`config.mk`:
```
export PLATFORM = sky130hd
export DESIGN_NAME = sjx_exec
export DESIGN_NICKNAME = d
export VERILOG_FILES = /design/src/core/sjx_pkg.sv /design/src/core/sjx_decode.sv /design/src/core/sjx_exec.sv
export SDC_FILE = /design/constraint.sdc
export NUM_CORES = 1
export LEC_CHECK = 0
export ABC_CLOCK_PERIOD_IN_PS = 2200
export BUFFER_PORTS_ARGS = -buffer_cell sky130_fd_sc_hd__buf_2
export CAP_MARGIN = 30
export CORE_AREA = 8 8 65 89
export DETAILED_ROUTE_END_ITERATION = 6
export DIE_AREA = 0 0 73 97
export GPL_ROUTABILITY_DRIVEN = 0
export PLACE_DENSITY = 0.77
export SKIP_CTS_REPAIR_TIMING = 1
export SLEW_MARGIN = 30
export SYNTH_ARGS = -nofsm -noshare
export SYNTH_HDL_FRONTEND = slang
export SYNTH_SLANG_ARGS = --single-unit
```
`constraint.sdc`:
```
create_clock -name clk -period 2.2 [get_ports clk]
set_input_delay 0.11 -clock clk [delete_from_list [all_inputs] [get_ports clk]]
set_output_delay 0.11 -clock clk [all_outputs]
set_load 0.01 [all_outputs]
```
`src/core/sjx_pkg.sv`:
```
// Package: encodings and widths for the skip and jump execution block
package sjx_pkg;
    localparam int          SJX_IW          = 14;
    localparam int          SJX_PCW         = 13;
    localparam logic [5:0]  SJX_OP_DECSKIP  = 6'h0b;
    localparam logic [5:0]  SJX_OP_INCSKIP  = 6'h0f;
    localparam logic [1:0]  SJX_OP_JUMP     = 2'h2;
    localparam int          SJX_DEST_BIT    = 7;
    localparam int          SJX_OPH_LSB     = 8;
    localparam int          SJX_LIT_MSB     = 10;
    localparam int          SJX_LATCH_HI    = 4;
    localparam int          SJX_LATCH_LO    = 3;
    localparam logic [12:0] SJX_PC_RESET    = 13'h0000;
    localparam logic [7:0]  SJX_ONE         = 8'h01;
    localparam logic [7:0]  SJX_ZERO        = 8'h00;

    // Operation classes produced by the decoder
    typedef enum logic [1:0] {
        SJX_K_OTHER = 2'h0,
        SJX_K_DEC   = 2'h1,
        SJX_K_INC   = 2'h3,
        SJX_K_JUMP  = 2'h2
    } sjx_kind_t;

    // Execution slot state: normal run or bubble after a flush
    typedef enum logic {
        SJX_S_RUN    = 1'b0,
        SJX_S_BUBBLE = 1'b1
    } sjx_state_t;
endpackage : sjx_pkg

```
`src/core/sjx_decode.sv`:
```
// Decoder: classifies one instruction word into skip, jump or other
module sjx_decode
    import sjx_pkg::*;
(
    // Instruction word
    input  wire logic [SJX_IW-1:0] instr,
    // Decoded class and fields
    output sjx_kind_t              kind,
    output logic                   dest_reg,
    output logic [6:0]             reg_addr,
    output logic [10:0]            literal
);
    // Opcode match; everything not matched is left to the rest of the core
    always_comb begin
        kind = SJX_K_OTHER;
        if (instr[13:SJX_OPH_LSB] == SJX_OP_DECSKIP) begin
            kind = SJX_K_DEC;
        end else if (instr[13:SJX_OPH_LSB] == SJX_OP_INCSKIP) begin
            kind = SJX_K_INC;
        end else if (instr[13:12] == SJX_OP_JUMP) begin
            kind = SJX_K_JUMP;
        end
    end

    // Field extraction
    assign dest_reg = instr[SJX_DEST_BIT];
    assign reg_addr = instr[6:0];
    assign literal  = instr[SJX_LIT_MSB:0];
endmodule : sjx_decode

```
`src/core/sjx_exec.sv`:
```
// Execution slot for decrement/increment-skip-on-zero and absolute jump
// Contract
// - Decrement-skip is opcode 00 1011, then target flag and 7-bit register address.
// - Decrement-skip subtracts one and skips the next instruction on zero result.
// - Increment-skip is opcode 00 1111, then target flag and 7-bit register address.
// - Increment-skip adds one and skips the next instruction when result wraps to zero.
// - Target flag 0 writes the accumulator, flag 1 writes the register back.
// - A taken skip discards the prefetched instruction without any effect.
// - Skip takes one cycle, or two with a no-op when taken.
// - Jump, top bits 10, loads its 11-bit literal into counter bits 10 to 0.
// - Jump fills counter bits 12 and 11 from latch bits 4 and 3.
// - Jump always takes two cycles, flushing the prefetched instruction.
module sjx_exec
    import sjx_pkg::*;
(
    // Clock and reset
    input  wire logic               clk,
    input  wire logic               reset,
    // Prefetch stage: word fetched in the previous cycle, now executing
    input  wire logic [SJX_IW-1:0]  instr,
    input  wire logic               instr_valid,
    // Register file and latch
    input  wire logic [7:0]         reg_rdata,
    input  wire logic [7:0]         pc_high_latch,
    // Execution results
    output logic [6:0]              reg_raddr,
    output logic                    reg_we,
    output logic [6:0]              reg_waddr,
    output logic [7:0]              reg_wdata,
    output logic                    acc_we,
    output logic [7:0]              acc_wdata,
    output logic                    status_we,
    // Program counter and prefetch control
    output logic [SJX_PCW-1:0]      pc,
    output logic                    flush,
    output logic                    bubble,
    output logic                    other_exec
);
    sjx_kind_t  kind;
    logic       dest_reg;
    logic [6:0] reg_addr;
    logic [10:0] literal;
    logic [7:0] result;
    logic       zero;
    logic       live;

    // All state of the slot
    // Data outputs come straight from these flops, never from the decoder
    typedef struct packed {
        sjx_state_t       st;
        logic [SJX_PCW-1:0] pc;
        logic             reg_we;
        logic [6:0]       reg_waddr;
        logic [7:0]       reg_wdata;
        logic             acc_we;
        logic [7:0]       acc_wdata;
    } sjx_reg_t;

    sjx_reg_t r;
    sjx_reg_t next_r;

    sjx_decode u_dec (
        .instr    (instr),
        .kind     (kind),
        .dest_reg (dest_reg),
        .reg_addr (reg_addr),
        .literal  (literal)
    );

    // Skip class test; shared by the flush term and the checks
    function automatic logic sjx_is_skip(input sjx_kind_t k);
        return (k == SJX_K_DEC) || (k == SJX_K_INC);
    endfunction : sjx_is_skip

    // Arithmetic on the operand read combinationally this cycle
    // Eight-bit wrap is wanted: 8'h00 minus one and 8'hff plus one both wrap
    always_comb begin
        result = SJX_ZERO;
        if (kind == SJX_K_DEC) begin
            result = reg_rdata - SJX_ONE;
        end else if (kind == SJX_K_INC) begin
            result = reg_rdata + SJX_ONE;
        end
    end

    assign zero = (result == SJX_ZERO);
    // The bubble slot executes nothing, whatever the prefetch holds
    // A word arriving in the dead slot is dropped, yet still moves the counter on
    assign live = instr_valid && (r.st == SJX_S_RUN);

    // Next-state logic for counter, destination writes and bubble
    // Write strobes default low, so each result pulses for exactly one cycle
    // Limitation: the dead slot lasts one clock even if no word is valid in it
    always_comb begin
        next_r           = r;
        next_r.reg_we    = 1'b0;
        next_r.acc_we    = 1'b0;
        next_r.st        = SJX_S_RUN;
        if (instr_valid) begin
            next_r.pc = r.pc + 13'h0001;
        end
        if (live) begin
            unique case (kind)
                // Both skips share one write path; only the operator differs
                SJX_K_DEC, SJX_K_INC: begin
                    if (dest_reg) begin
                        next_r.reg_we    = 1'b1;
                        next_r.reg_waddr = reg_addr;
                        next_r.reg_wdata = result;
                    end else begin
                        next_r.acc_we    = 1'b1;
                        next_r.acc_wdata = result;
                    end
                    if (zero) begin
                        next_r.st = SJX_S_BUBBLE;
                    end
                end
                SJX_K_JUMP: begin
                    // The increment above is overridden; flush drops the sequential word
                    next_r.pc = {pc_high_latch[SJX_LATCH_HI:SJX_LATCH_LO], literal};
                    next_r.st = SJX_S_BUBBLE;
                end
                SJX_K_OTHER: begin
                end
            endcase
        end
    end

    // State register; synchronous reset
    always_ff @(posedge clk) begin
        if (reset) begin
            r <= '{st: SJX_S_RUN, pc: SJX_PC_RESET, reg_we: 1'b0, reg_waddr: 7'h00,
                   reg_wdata: 8'h00, acc_we: 1'b0, acc_wdata: 8'h00};
        end else begin
            r <= next_r;
        end
    end

    // Outputs; flush is combinational so the prefetcher can drop this cycle's fetch
    assign reg_raddr  = reg_addr;
    assign reg_we     = r.reg_we;
    assign reg_waddr  = r.reg_waddr;
    assign reg_wdata  = r.reg_wdata;
    assign acc_we     = r.acc_we;
    assign acc_wdata  = r.acc_wdata;
    assign status_we  = 1'b0;
    assign pc         = r.pc;
    // Other words give a zero result too, so the skip class gates the zero test
    assign flush      = live && ((kind == SJX_K_JUMP) || (sjx_is_skip(kind) && zero));
    assign bubble     = (r.st == SJX_S_BUBBLE);
    assign other_exec = live && (kind == SJX_K_OTHER);
endmodule : sjx_exec

```
* Word-level counts from Yosys, hierarchy flattened
Cells that the tools add are included.
Cells by class: add/subtract/negate cells 3, multipliers 0, divide/modulo/power cells 0, order comparisons 0, eq/ne operators 6, shifts and indexed selects 0, muxes and demuxes 13, bitwise gates (word level) 4, reductions and logical operators 13
Operators by type and width (count):
- $mux 38 | 1
- $mux 13 | 2
- $mux 25 | 1
- $mux 16 | 1
- $mux 8 | 2
- $add 13x1->13 const B | 1
- $eq 6x4->1 const B | 2
- $mux 9 | 1
- $add 8x1->8 const B | 1
- $logic_not 8->1 | 1
- $sub 8x1->8 const B | 1
- $eq 2x2->1 const B | 3
- $mux 2 | 3
- $reduce_and 3->1 | 2
- $logic_and 1x1->1 | 4
- $not 1->1 | 4
- $reduce_or 2->1 | 2
- $reduce_or 3->1 | 1
- $eq 2x1->1 const B | 1
- $logic_not 2->1 | 1
- $logic_or 1x1->1 | 2
- $pmux 1 s2 | 1
- $mux 1 | 1
Word-level totals: flip-flop bits (word level) 39, latch bits 0, bits in writable memories 0, ROM bits 0, output and inout port bits 49, logic and storage cells 46, memories kept 0

* Longest topological paths before layout
Gate-level depths: netlist of run 1.
depth after elaboration 11, depth in mapped cells 8

* By module
A second synthesis of run 1 with hierarchy kept.
Unflattened totals: cell total of the unflattened synthesis 252, area, all modules 2104.5 sq um
Modules (own cells, without submodules):
- sjx_exec | instances 1, cells each 229, area an instance 1934.4 sq um
- sjx_decode | instances 1, cells each 23, area an instance 170.2 sq um

* Worst setup path after synthesis of run 1
OpenSTA, ideal clock, no wires.
kind in2out, from input reg_rdata[0], to output flush, arrival time 1.765 ns, data required time 2.090 ns, path slack 0.325 ns, stages 8, path buffers 1, path through buf_2 -> inv_1 -> ha_1 -> nor4b_2 -> nor3_1 -> o2111ai_1 -> or4_4 -> o21ai_2
Between the ends: word-level cells in the longest chain between the ends 7
RTL lines:
- start, declared | line sjx_exec.sv:23 | input wire logic [7:0] reg_rdata,
- $add 8x1->8 | line sjx_exec.sv:82 | result = reg_rdata + SJX_ONE;
- $mux 8 | line sjx_exec.sv:81 | end else if (kind == SJX_K_INC) begin
- $mux 8 * | line sjx_exec.sv:79 | if (kind == SJX_K_DEC) begin
- $logic_not 8->1 * | line sjx_exec.sv:86 | assign zero = (result == SJX_ZERO);
- $logic_and 1x1->1 * | line sjx_exec.sv:149 | assign flush = live && ((kind == SJX_K_JUMP) || (sjx_is_skip(kind) && zero));
- $logic_or 1x1->1 * | line sjx_exec.sv:149
- $logic_and 1x1->1 * | line sjx_exec.sv:149
- end, declared | line sjx_exec.sv:35 | output logic flush,
Mark *: on every way between the ends. The rest lies on a longest branch, timed or not.

* Worst setup path in the final report of run 1
from register r (netlist bit bubble), to output flush
Between the ends: word-level cells in the longest chain between the ends 3
RTL lines:
- start, declared | line sjx_exec.sv:59 | sjx_reg_t r;
- start signal, assigned | line sjx_exec.sv:132 | r <= '{st: SJX_S_RUN, pc: SJX_PC_RESET, reg_we: 1'b0, reg_waddr: 7'h00,
- start signal, assigned | line sjx_exec.sv:135 | r <= next_r;
- $not 1->1 | line sjx_exec.sv:89 | assign live = instr_valid && (r.st == SJX_S_RUN);
- $logic_and 1x1->1 | line sjx_exec.sv:89
- $logic_and 1x1->1 | line sjx_exec.sv:149
No other way between the ends.

==> impl_summary.md, run 1 <==
Floorplan
The die extent in x is 73 um. Pin placement for this block handled 82 I/O pins. The number of cell rows is 29.

In this run the vertical extent of the chip is 97 um. The starting utilization of the core area is 45.9%. The total core area is 4460 sq um. The floorplan step defined a die boundary enclosing 7080 sq um.

Worst setup path
The path depth of the worst reg2reg path is 5. Data on the critical path is required at its endpoint by 2.09 ns. Counting both buffers and inverters, the worst setup path holds a total of 1. The maximum fanout count along the critical path is 4. Walking the worst path, the cells encountered are nand2b_2 > nor3_4 > o2111ai_1 > or4_4 > o21ai_2 > buf_2. The worst endpoint data arrival time is 1.96 ns.

The worst setup path is captured at an output port. The type of origin of the critical path is a flip-flop. The slowest stage of the critical path belongs to the cell sky130_fd_sc_hd__or4_4. Among cell families on the critical path, the largest total delay comes from simple AND/OR/NAND/NOR gates.

The worst setup path is of the reg -> out kind. The worst register-to-register path begins at bubble. The largest single stage delay on the critical path is 0.54 ns.

The endpoint of the worst register-to-register path is bubble. The setup check on the worst reg-to-reg path leaves a slack of 0.61 ns.

Timing
The time the final worst path needs with I/O delays and setup is 2.07 ns. For the pin with the worst max-slew slack, the measured transition is 0.716 ns. The setup violation total in the final timing report is 0.

Setup repair after global routing left no endpoint under its margin. The fmax is 0.483 GHz. The final critical-path share of the clock period is 94.2%.

The number of endpoints with negative hold slack in the final report is 0. The worst clock skew on the final layout is 0.00458 ns. Headroom to the max-slew limit came out at 52.3%. The number of pins exceeding their max-slew limit in the final report is 0. The tightest hold margin is 0.0760 ns.

Hold path
In this run the most critical hold path is launched from instr[4]. The min-delay analysis places its worst path in the category in -> reg. The worst hold path terminates at reg_waddr[4]. Along the worst hold path, the cell count comes to 3.

CTS
The maximum clock path buffer count is 2. The number of clock buffers added by TritonCTS is 5. For the worst-skew pair, the clock arrives at the later sink with an insertion delay of 0.28 ns. The number of clock sinks is 39. Clock-pin slew was measured on the worst setup and hold paths at 0.08 ns. The cell sitting at the root of the clock tree is a sky130_fd_sc_hd__clkbuf_8. TritonCTS built the clock tree. The maximum level of the CTS H-tree is 2.

Final layout
The count of antenna diodes in the layout is 0. The area taken by multi-input logic gates is 1120 sq um. The post-route netlist has 32.1% of its cells at a drive strength greater than 1. The area added between synthesis and finish is 22.0%. Across the whole layout, storage elements account for 781 sq um. The filler cell count is 475.

The net count reported at finish is 347.

Synthesis
Of all cell types, the one taking the most synthesized area is sky130_fd_sc_hd__dfxtp_1. The share of flip-flops with an asynchronous set or reset is 0%. For this run, the register share of the synthesized area comes to 38.1%. The summed instance area of the synthesized netlist is 2050 sq um.

In this run, synthesis produced a sequential element count of 39. The average footprint of a synthesized cell is 8.29 sq um. In the synthesized netlist, the number of instances is 247.

The dominant synthesized flop cell is sky130_fd_sc_hd__dfxtp_1. The count of cell types in the netlist is 42. The net count after synthesis is 283.

The number of synthesis warnings is 0. The fraction of synthesized cell area taken by the top area cell type is 38.1%. After synthesis, the cell types taking the most area are sky130_fd_sc_hd__dfxtp_1, sky130_fd_sc_hd__nand2_1, sky130_fd_sc_hd__a211oi_1. The number of flops mapped to enable cells by yosys is 0.

Pwr
The analysis attributes to cell leakage a power of 0.00105 uW. VDD sags by at most 0.000478 V. The total power of the final layout is 1400 uW.

For this design the ratio of total power to cell area is 561 nW/um^2.

Route
The number of remaining DRC errors is 0. Dividing the detail-routed via count by the number of cells gives 5.13. Dividing the detail-routed wire length by the instance count gives 14.3 um.

In this run, the number of DRC markers left after iteration 0 of detailed routing was 95. The routed wire length is 5350 um. The detail route stage leaves a number of antenna-violating nets equal to 0. The final route contains 1917 vias. The count of TritonRoute iterations in the first routing pass is 4.

Placed design
The count of input and output buffers is 74. The HPWL after detailed placement is 4160 um.

Global routing
The number of global-route vias before repair was 1873. Entering global routing, the biggest net connects 41 pins. The overall global routing resource usage is 14.6%. The first-pass GRT wire length is 8390 um. The initial antenna violation count is 0. The total grt overflow is 0.

Job
The number of max-cap violations is 0.

Outcome
The flow ran to the end, and the final reports show no timing, DRC or antenna violations.
==> worst min-delay path: stages <==
cell and delay [ns]:
sky130_fd_sc_hd__buf_2 0.11, sky130_fd_sc_hd__nand2_1 0.05, sky130_fd_sc_hd__a21oi_1 0.05
==> cells in the mapped netlist, drive strengths merged (4+ instances only) <==
library cell and number:
mux2i 4, nand4 6, nor2 22, inv 5, xor2 10, nor3 7, a21oi 21, clkbuf 8
nand2 43, xnor2 7, a211oi 15, buf 14, dfxtp 39, nand3 10
==> registers in the layout, summed over array words and instances (netlist names) <==
signal / cells
acc_wdata: 8
bubble: 1
reg_wdata: 8
reg_we: 1
pc: 13
acc_we: 1
reg_waddr: 7
==> stage by stage <==
stage,worst slack (ns),instances,utilization [%],instance area (sq um),setup TNS (ns)
finish,0.128,374,56.0,2500,0
global route,0.0271,374,56.0,2500,0
CTS,-0.0211,373,55.6,2480,-0.0211
detailed placement,0.143,365,53.6,2390,0
global placement,0.171,365,53.6,2390,0
floorplan,0.325,247,-,2050,0
==> how the worst max path moves through the flow <==
stage	start	endpoint	slack [ns]	cells past startpoint
2_1_floorplan	reg_rdata[0]	flush	0.32	8
3_3_place_gp	reg_rdata[1]	flush	0.17	9
3_5_place_dp	reg_rdata[1]	flush	0.14	9
4_1_cts	bubble	flush	-0.02	6
5_1_grt	reg_rdata[1]	flush	0.03	9
6_report	bubble	flush	0.13	6
==> cell families after synthesis <==
group / count (synthesis) / share of synthesized area, %
adders and majority gates: 3 / 1.83
AOI/OAI and AO/OA: 46 / 15.3
DFF: 39 / 38.1
xor gates and xnor gates: 17 / 7.27
buffers and inverters: 27 / 7.40
muxes: 4 / 1.96
and+or+nand+nor: 110 / 27.9
other: 1 / 0.183
==> layout make-up <==
| class | count | share of cell area [%] |
|---|---|---|
| well taps | 62 | 3.11 |
| repair buffers | 79 | 16.3 |
| clock buffers | 5 | 2.76 |
| clock inverters | 3 | 0.802 |
| inverters | 5 | 0.752 |
| multi-input cells | 181 | 45.0 |
| flip-flops and latches | 39 | 31.3 |
==> layer usage <==
layer	track usage, %	routed length (um)	vias to the layer above
met3	4.34	349	8
met4	6.04	125	0
met2	26.9	2750	60
li1	-	-	975
met5	0	0	-
met1	14.2	2130	874
==> cell usage in the layout, fill, tap and decap left out, types with 3 or more instances in the layout <==
cell,n
sky130_fd_sc_hd__nor2_1,22
sky130_fd_sc_hd__mux2i_1,4
sky130_fd_sc_hd__a211oi_1,15
sky130_fd_sc_hd__inv_1,4
sky130_fd_sc_hd__xnor2_1,7
sky130_fd_sc_hd__nand2_1,43
sky130_fd_sc_hd__dfxtp_1,39
sky130_fd_sc_hd__buf_4,5
sky130_fd_sc_hd__or3_1,3
sky130_fd_sc_hd__clkbuf_8,5
sky130_fd_sc_hd__xor2_1,10
sky130_fd_sc_hd__ha_1,3
sky130_fd_sc_hd__and2_1,3
sky130_fd_sc_hd__nor2b_1,3
sky130_fd_sc_hd__nand4_1,6
sky130_fd_sc_hd__nor3_1,5
sky130_fd_sc_hd__a21oi_1,21
sky130_fd_sc_hd__buf_2,74
sky130_fd_sc_hd__nand3_1,10
==> report_power, final <==
group	internal, uW	switching [uW]	total (uW)	leakage (uW)
Combinational	77.6	113	191	0.000699
Clock	221	252	473	0.0000402
Sequential	722	16.1	738	0.000316
Total	1020	381	1400	0.00105
(Power assumes the default switching activity.)
==> inputs of run 2 (changes only) <==
==> constraint.sdc (replaced) <==
create_clock -name clk -period 2.2 [get_ports clk]
set_input_delay 0.33 -clock clk [delete_from_list [all_inputs] [get_ports clk]]
set_output_delay 0.33 -clock clk [all_outputs]
set_load 0.01 [all_outputs]
==> run 2 against run 1 <==
Effect of this change: the flow now finishes with violations (negative setup slack); sequential cell count did not move; clock skew barely moved; first-iteration DRC count increased by 11%; sequential share of layout area is 2.1 points lower; critical path type is now in -> out.
==> impl_summary.md, run 2 (synthesized netlist as in run 1, its figures left out) <==
Outcome
The flow ran to the end, but the final reports show violations. The checks that failed: negative setup slack.

Floorplan
The die extent in x is 73 um (unchanged). The vertical extent of the die is 97 um (unchanged). The total core area was 4460 sq um (unchanged).

The top-level I/O count is 82 (unchanged). The area enclosed by the die boundary came to 7080 sq um (unchanged). The starting utilization of the core area is 45.9% (unchanged). The number of cell rows is 29 (unchanged).

Worst setup path
The critical path class is in -> out. The worst setup path is launched from a primary input. The maximum fanout count along the critical path is 8 (+4). The data required time of the worst path was 1.87 ns (-0.22 ns).

The worst endpoint data arrival time is 2.00 ns (+0.04 ns). The critical path capture point type is an output port.

CTS
The total CTS buffers is 5 (unchanged). The clock slew seen by the registers of the worst setup and hold paths is 0.08 ns (about the same). The clock latency of the later-clocked register in the worst-skew pair was 0.29 ns (about the same).

The TritonCTS clock tree is done. The root buffer cell is sky130_fd_sc_hd__clkbuf_8. The number of clock sinks is 39 (unchanged). The maximum clock path buffer count is 2 (unchanged). The maximum level of the CTS H-tree is 2 (unchanged).

Timing
The final critical-path share of the clock period was 106% (+12 points). The setup total negative slack came to -0.134 ns (-0.134 ns). The number of pins exceeding their max-slew limit in the final report came to 0 (unchanged). The smallest setup slack after layout is -0.134 ns (-0.262 ns). The number of endpoints with negative hold slack in the final report was 0 (unchanged). The measured slew at the worst slew-check pin is 0.619 ns (-0.0976 ns). The time the final worst path needs with I/O delays and setup is 2.33 ns (+0.262 ns).

Setup repair after global routing could not meet its margin everywhere. The setup violation total in the final timing report is 1 (+1). The relative slew slack was 58.8% (+6.5 points). The fmax is 0.428 GHz (-11%). The worst clock skew on the final layout is 0.00504 ns (+0.000457 ns).

Placed design
The count of input and output buffers is 74 (unchanged). The post-detailed-placement half-perimeter wirelength was 4410 um (+6.0%). The post-place setup slack was -0.141 ns (-0.284 ns).

Global routing
The initial antenna violation count is 0 (unchanged). The pin count of the biggest net entering global routing came to 33 (-20%). The total grt overflow is 0 (unchanged).

The overall global routing resource usage is 15.8% (+1.3 points). The number of global-route vias before repair is 2073 (+11%). The first-pass GRT wire length came to 9190 um (+9.5%).

Final layout
Relative to the synthesized area, the layout overhead comes to 31.0%. The net count reported at finish is 366 (+5.5%). The number of flip-flops in the largest register is 13 (unchanged). The top cell types in the final layout, fill and taps aside, are sky130_fd_sc_hd__buf_2, sky130_fd_sc_hd__nand2_1, sky130_fd_sc_hd__dfxtp_1. The fraction of layout cells with a size suffix above 1 is 36.9% (+4.8 points).

The most common library cell in the layout ignoring fill and taps is sky130_fd_sc_hd__buf_2. The count of antenna diodes in the layout was 0 (unchanged).

Pwr
The power share of the clock group is 34.3% (+0.6 points). The total power density per cell area is 546 nW/um^2 (-2.7%). The internal power summed over all cells was 1050 uW (+2.9%). The combinational power share is 15.3% (+1.7 points).

The worst voltage drop across the vdd grid was 0.000493 V (+3.0%). The sequential share of power came to 50.5% (-2.2 points). The fraction of power spent switching nets is 28.3% (+1.1 points). The switching power summed over all nets is 415 uW (+8.7%). The leakage power total was 0.00116 uW (+10%).

Route
The routed wire length per instance is 14.4 um (+1.0%). The count of TritonRoute iterations in the first routing pass is 4 (unchanged). The number of design-rule violations left by the first detailed-router iteration is 105 (+11%). The number of remaining DRC errors is 0 (unchanged). The routed wire length is 5680 um (+6.1%). The remaining antenna violation count after routing is 0 (unchanged). The total vias in the final route is 2028 (+5.8%). The detailed-route vias per instance is 5.16 (+0.68%).

Job
The number of max-cap violations is 0 (unchanged).

Hold path
The worst hold path belongs to the class in -> reg.
-- run 2: area by class of cell --
type | count | area, sq um
repair buffers | 98 | 557
fillers | 447 | 1780
inverters | 5 | 18.8
flip-flops and latches | 39 | 781
multi-input cells | 181 | 1150
clock inverters | 3 | 23.8
well taps | 62 | 77.6
clock buffers | 5 | 68.8
-- run 2: through the flow --
step	total power, uW	instance area [sq um]	hold slack (ns)	utilization (%)	cells
after detailed placement	972	2550	0.445	57.1	385
final	1460	2680	0.305	60.1	393
after CTS	1470	2640	0.295	59.2	393
after floorplan	872	2060	0.466	-	247
after global placement	965	2550	0.440	57.1	385
after global routing	1530	2680	0.319	60.1	393
-- run 2: final timing paths --
check | from | endpoint | slack, ns | cells past startpoint
setup reg to reg | bubble | pc[6] | 0.47 | 6
hold / removal | instr[3] | reg_waddr[3] | 0.30 | 3
setup / recovery | instr[10] | flush | -0.13 | 7
hold reg to reg | reg_waddr[3] | reg_waddr[3] | 0.45 | 2
-- run 2: worst max-delay path, cell delays in order --
cell and delay, ns:
sky130_fd_sc_hd__buf_2 0.21, sky130_fd_sc_hd__nand4_1 0.22, sky130_fd_sc_hd__o2bb2ai_2 0.23, sky130_fd_sc_hd__mux2i_1 0.16, sky130_fd_sc_hd__or4_4 0.56, sky130_fd_sc_hd__o21ai_4 0.16, sky130_fd_sc_hd__buf_6 0.12
-- run 2: per-layer routing --
metal,global-route usage [%],vias up,wire (um)
met1,16.5,947,2180
li1,-,1017,-
met4,5.11,0,85
met5,0,-,0
met2,28.7,58,2980
met3,4.65,6,427
-- run 2: power by group through the flow --
stage | Combinational, uW | Clock (uW) | Sequential [uW]
floorplan | 112 | 0 | 760
global placement | 212 | 0 | 754
detailed placement | 217 | 0 | 755
CTS | 218 | 515 | 738
global route | 244 | 542 | 741
finish | 224 | 501 | 739
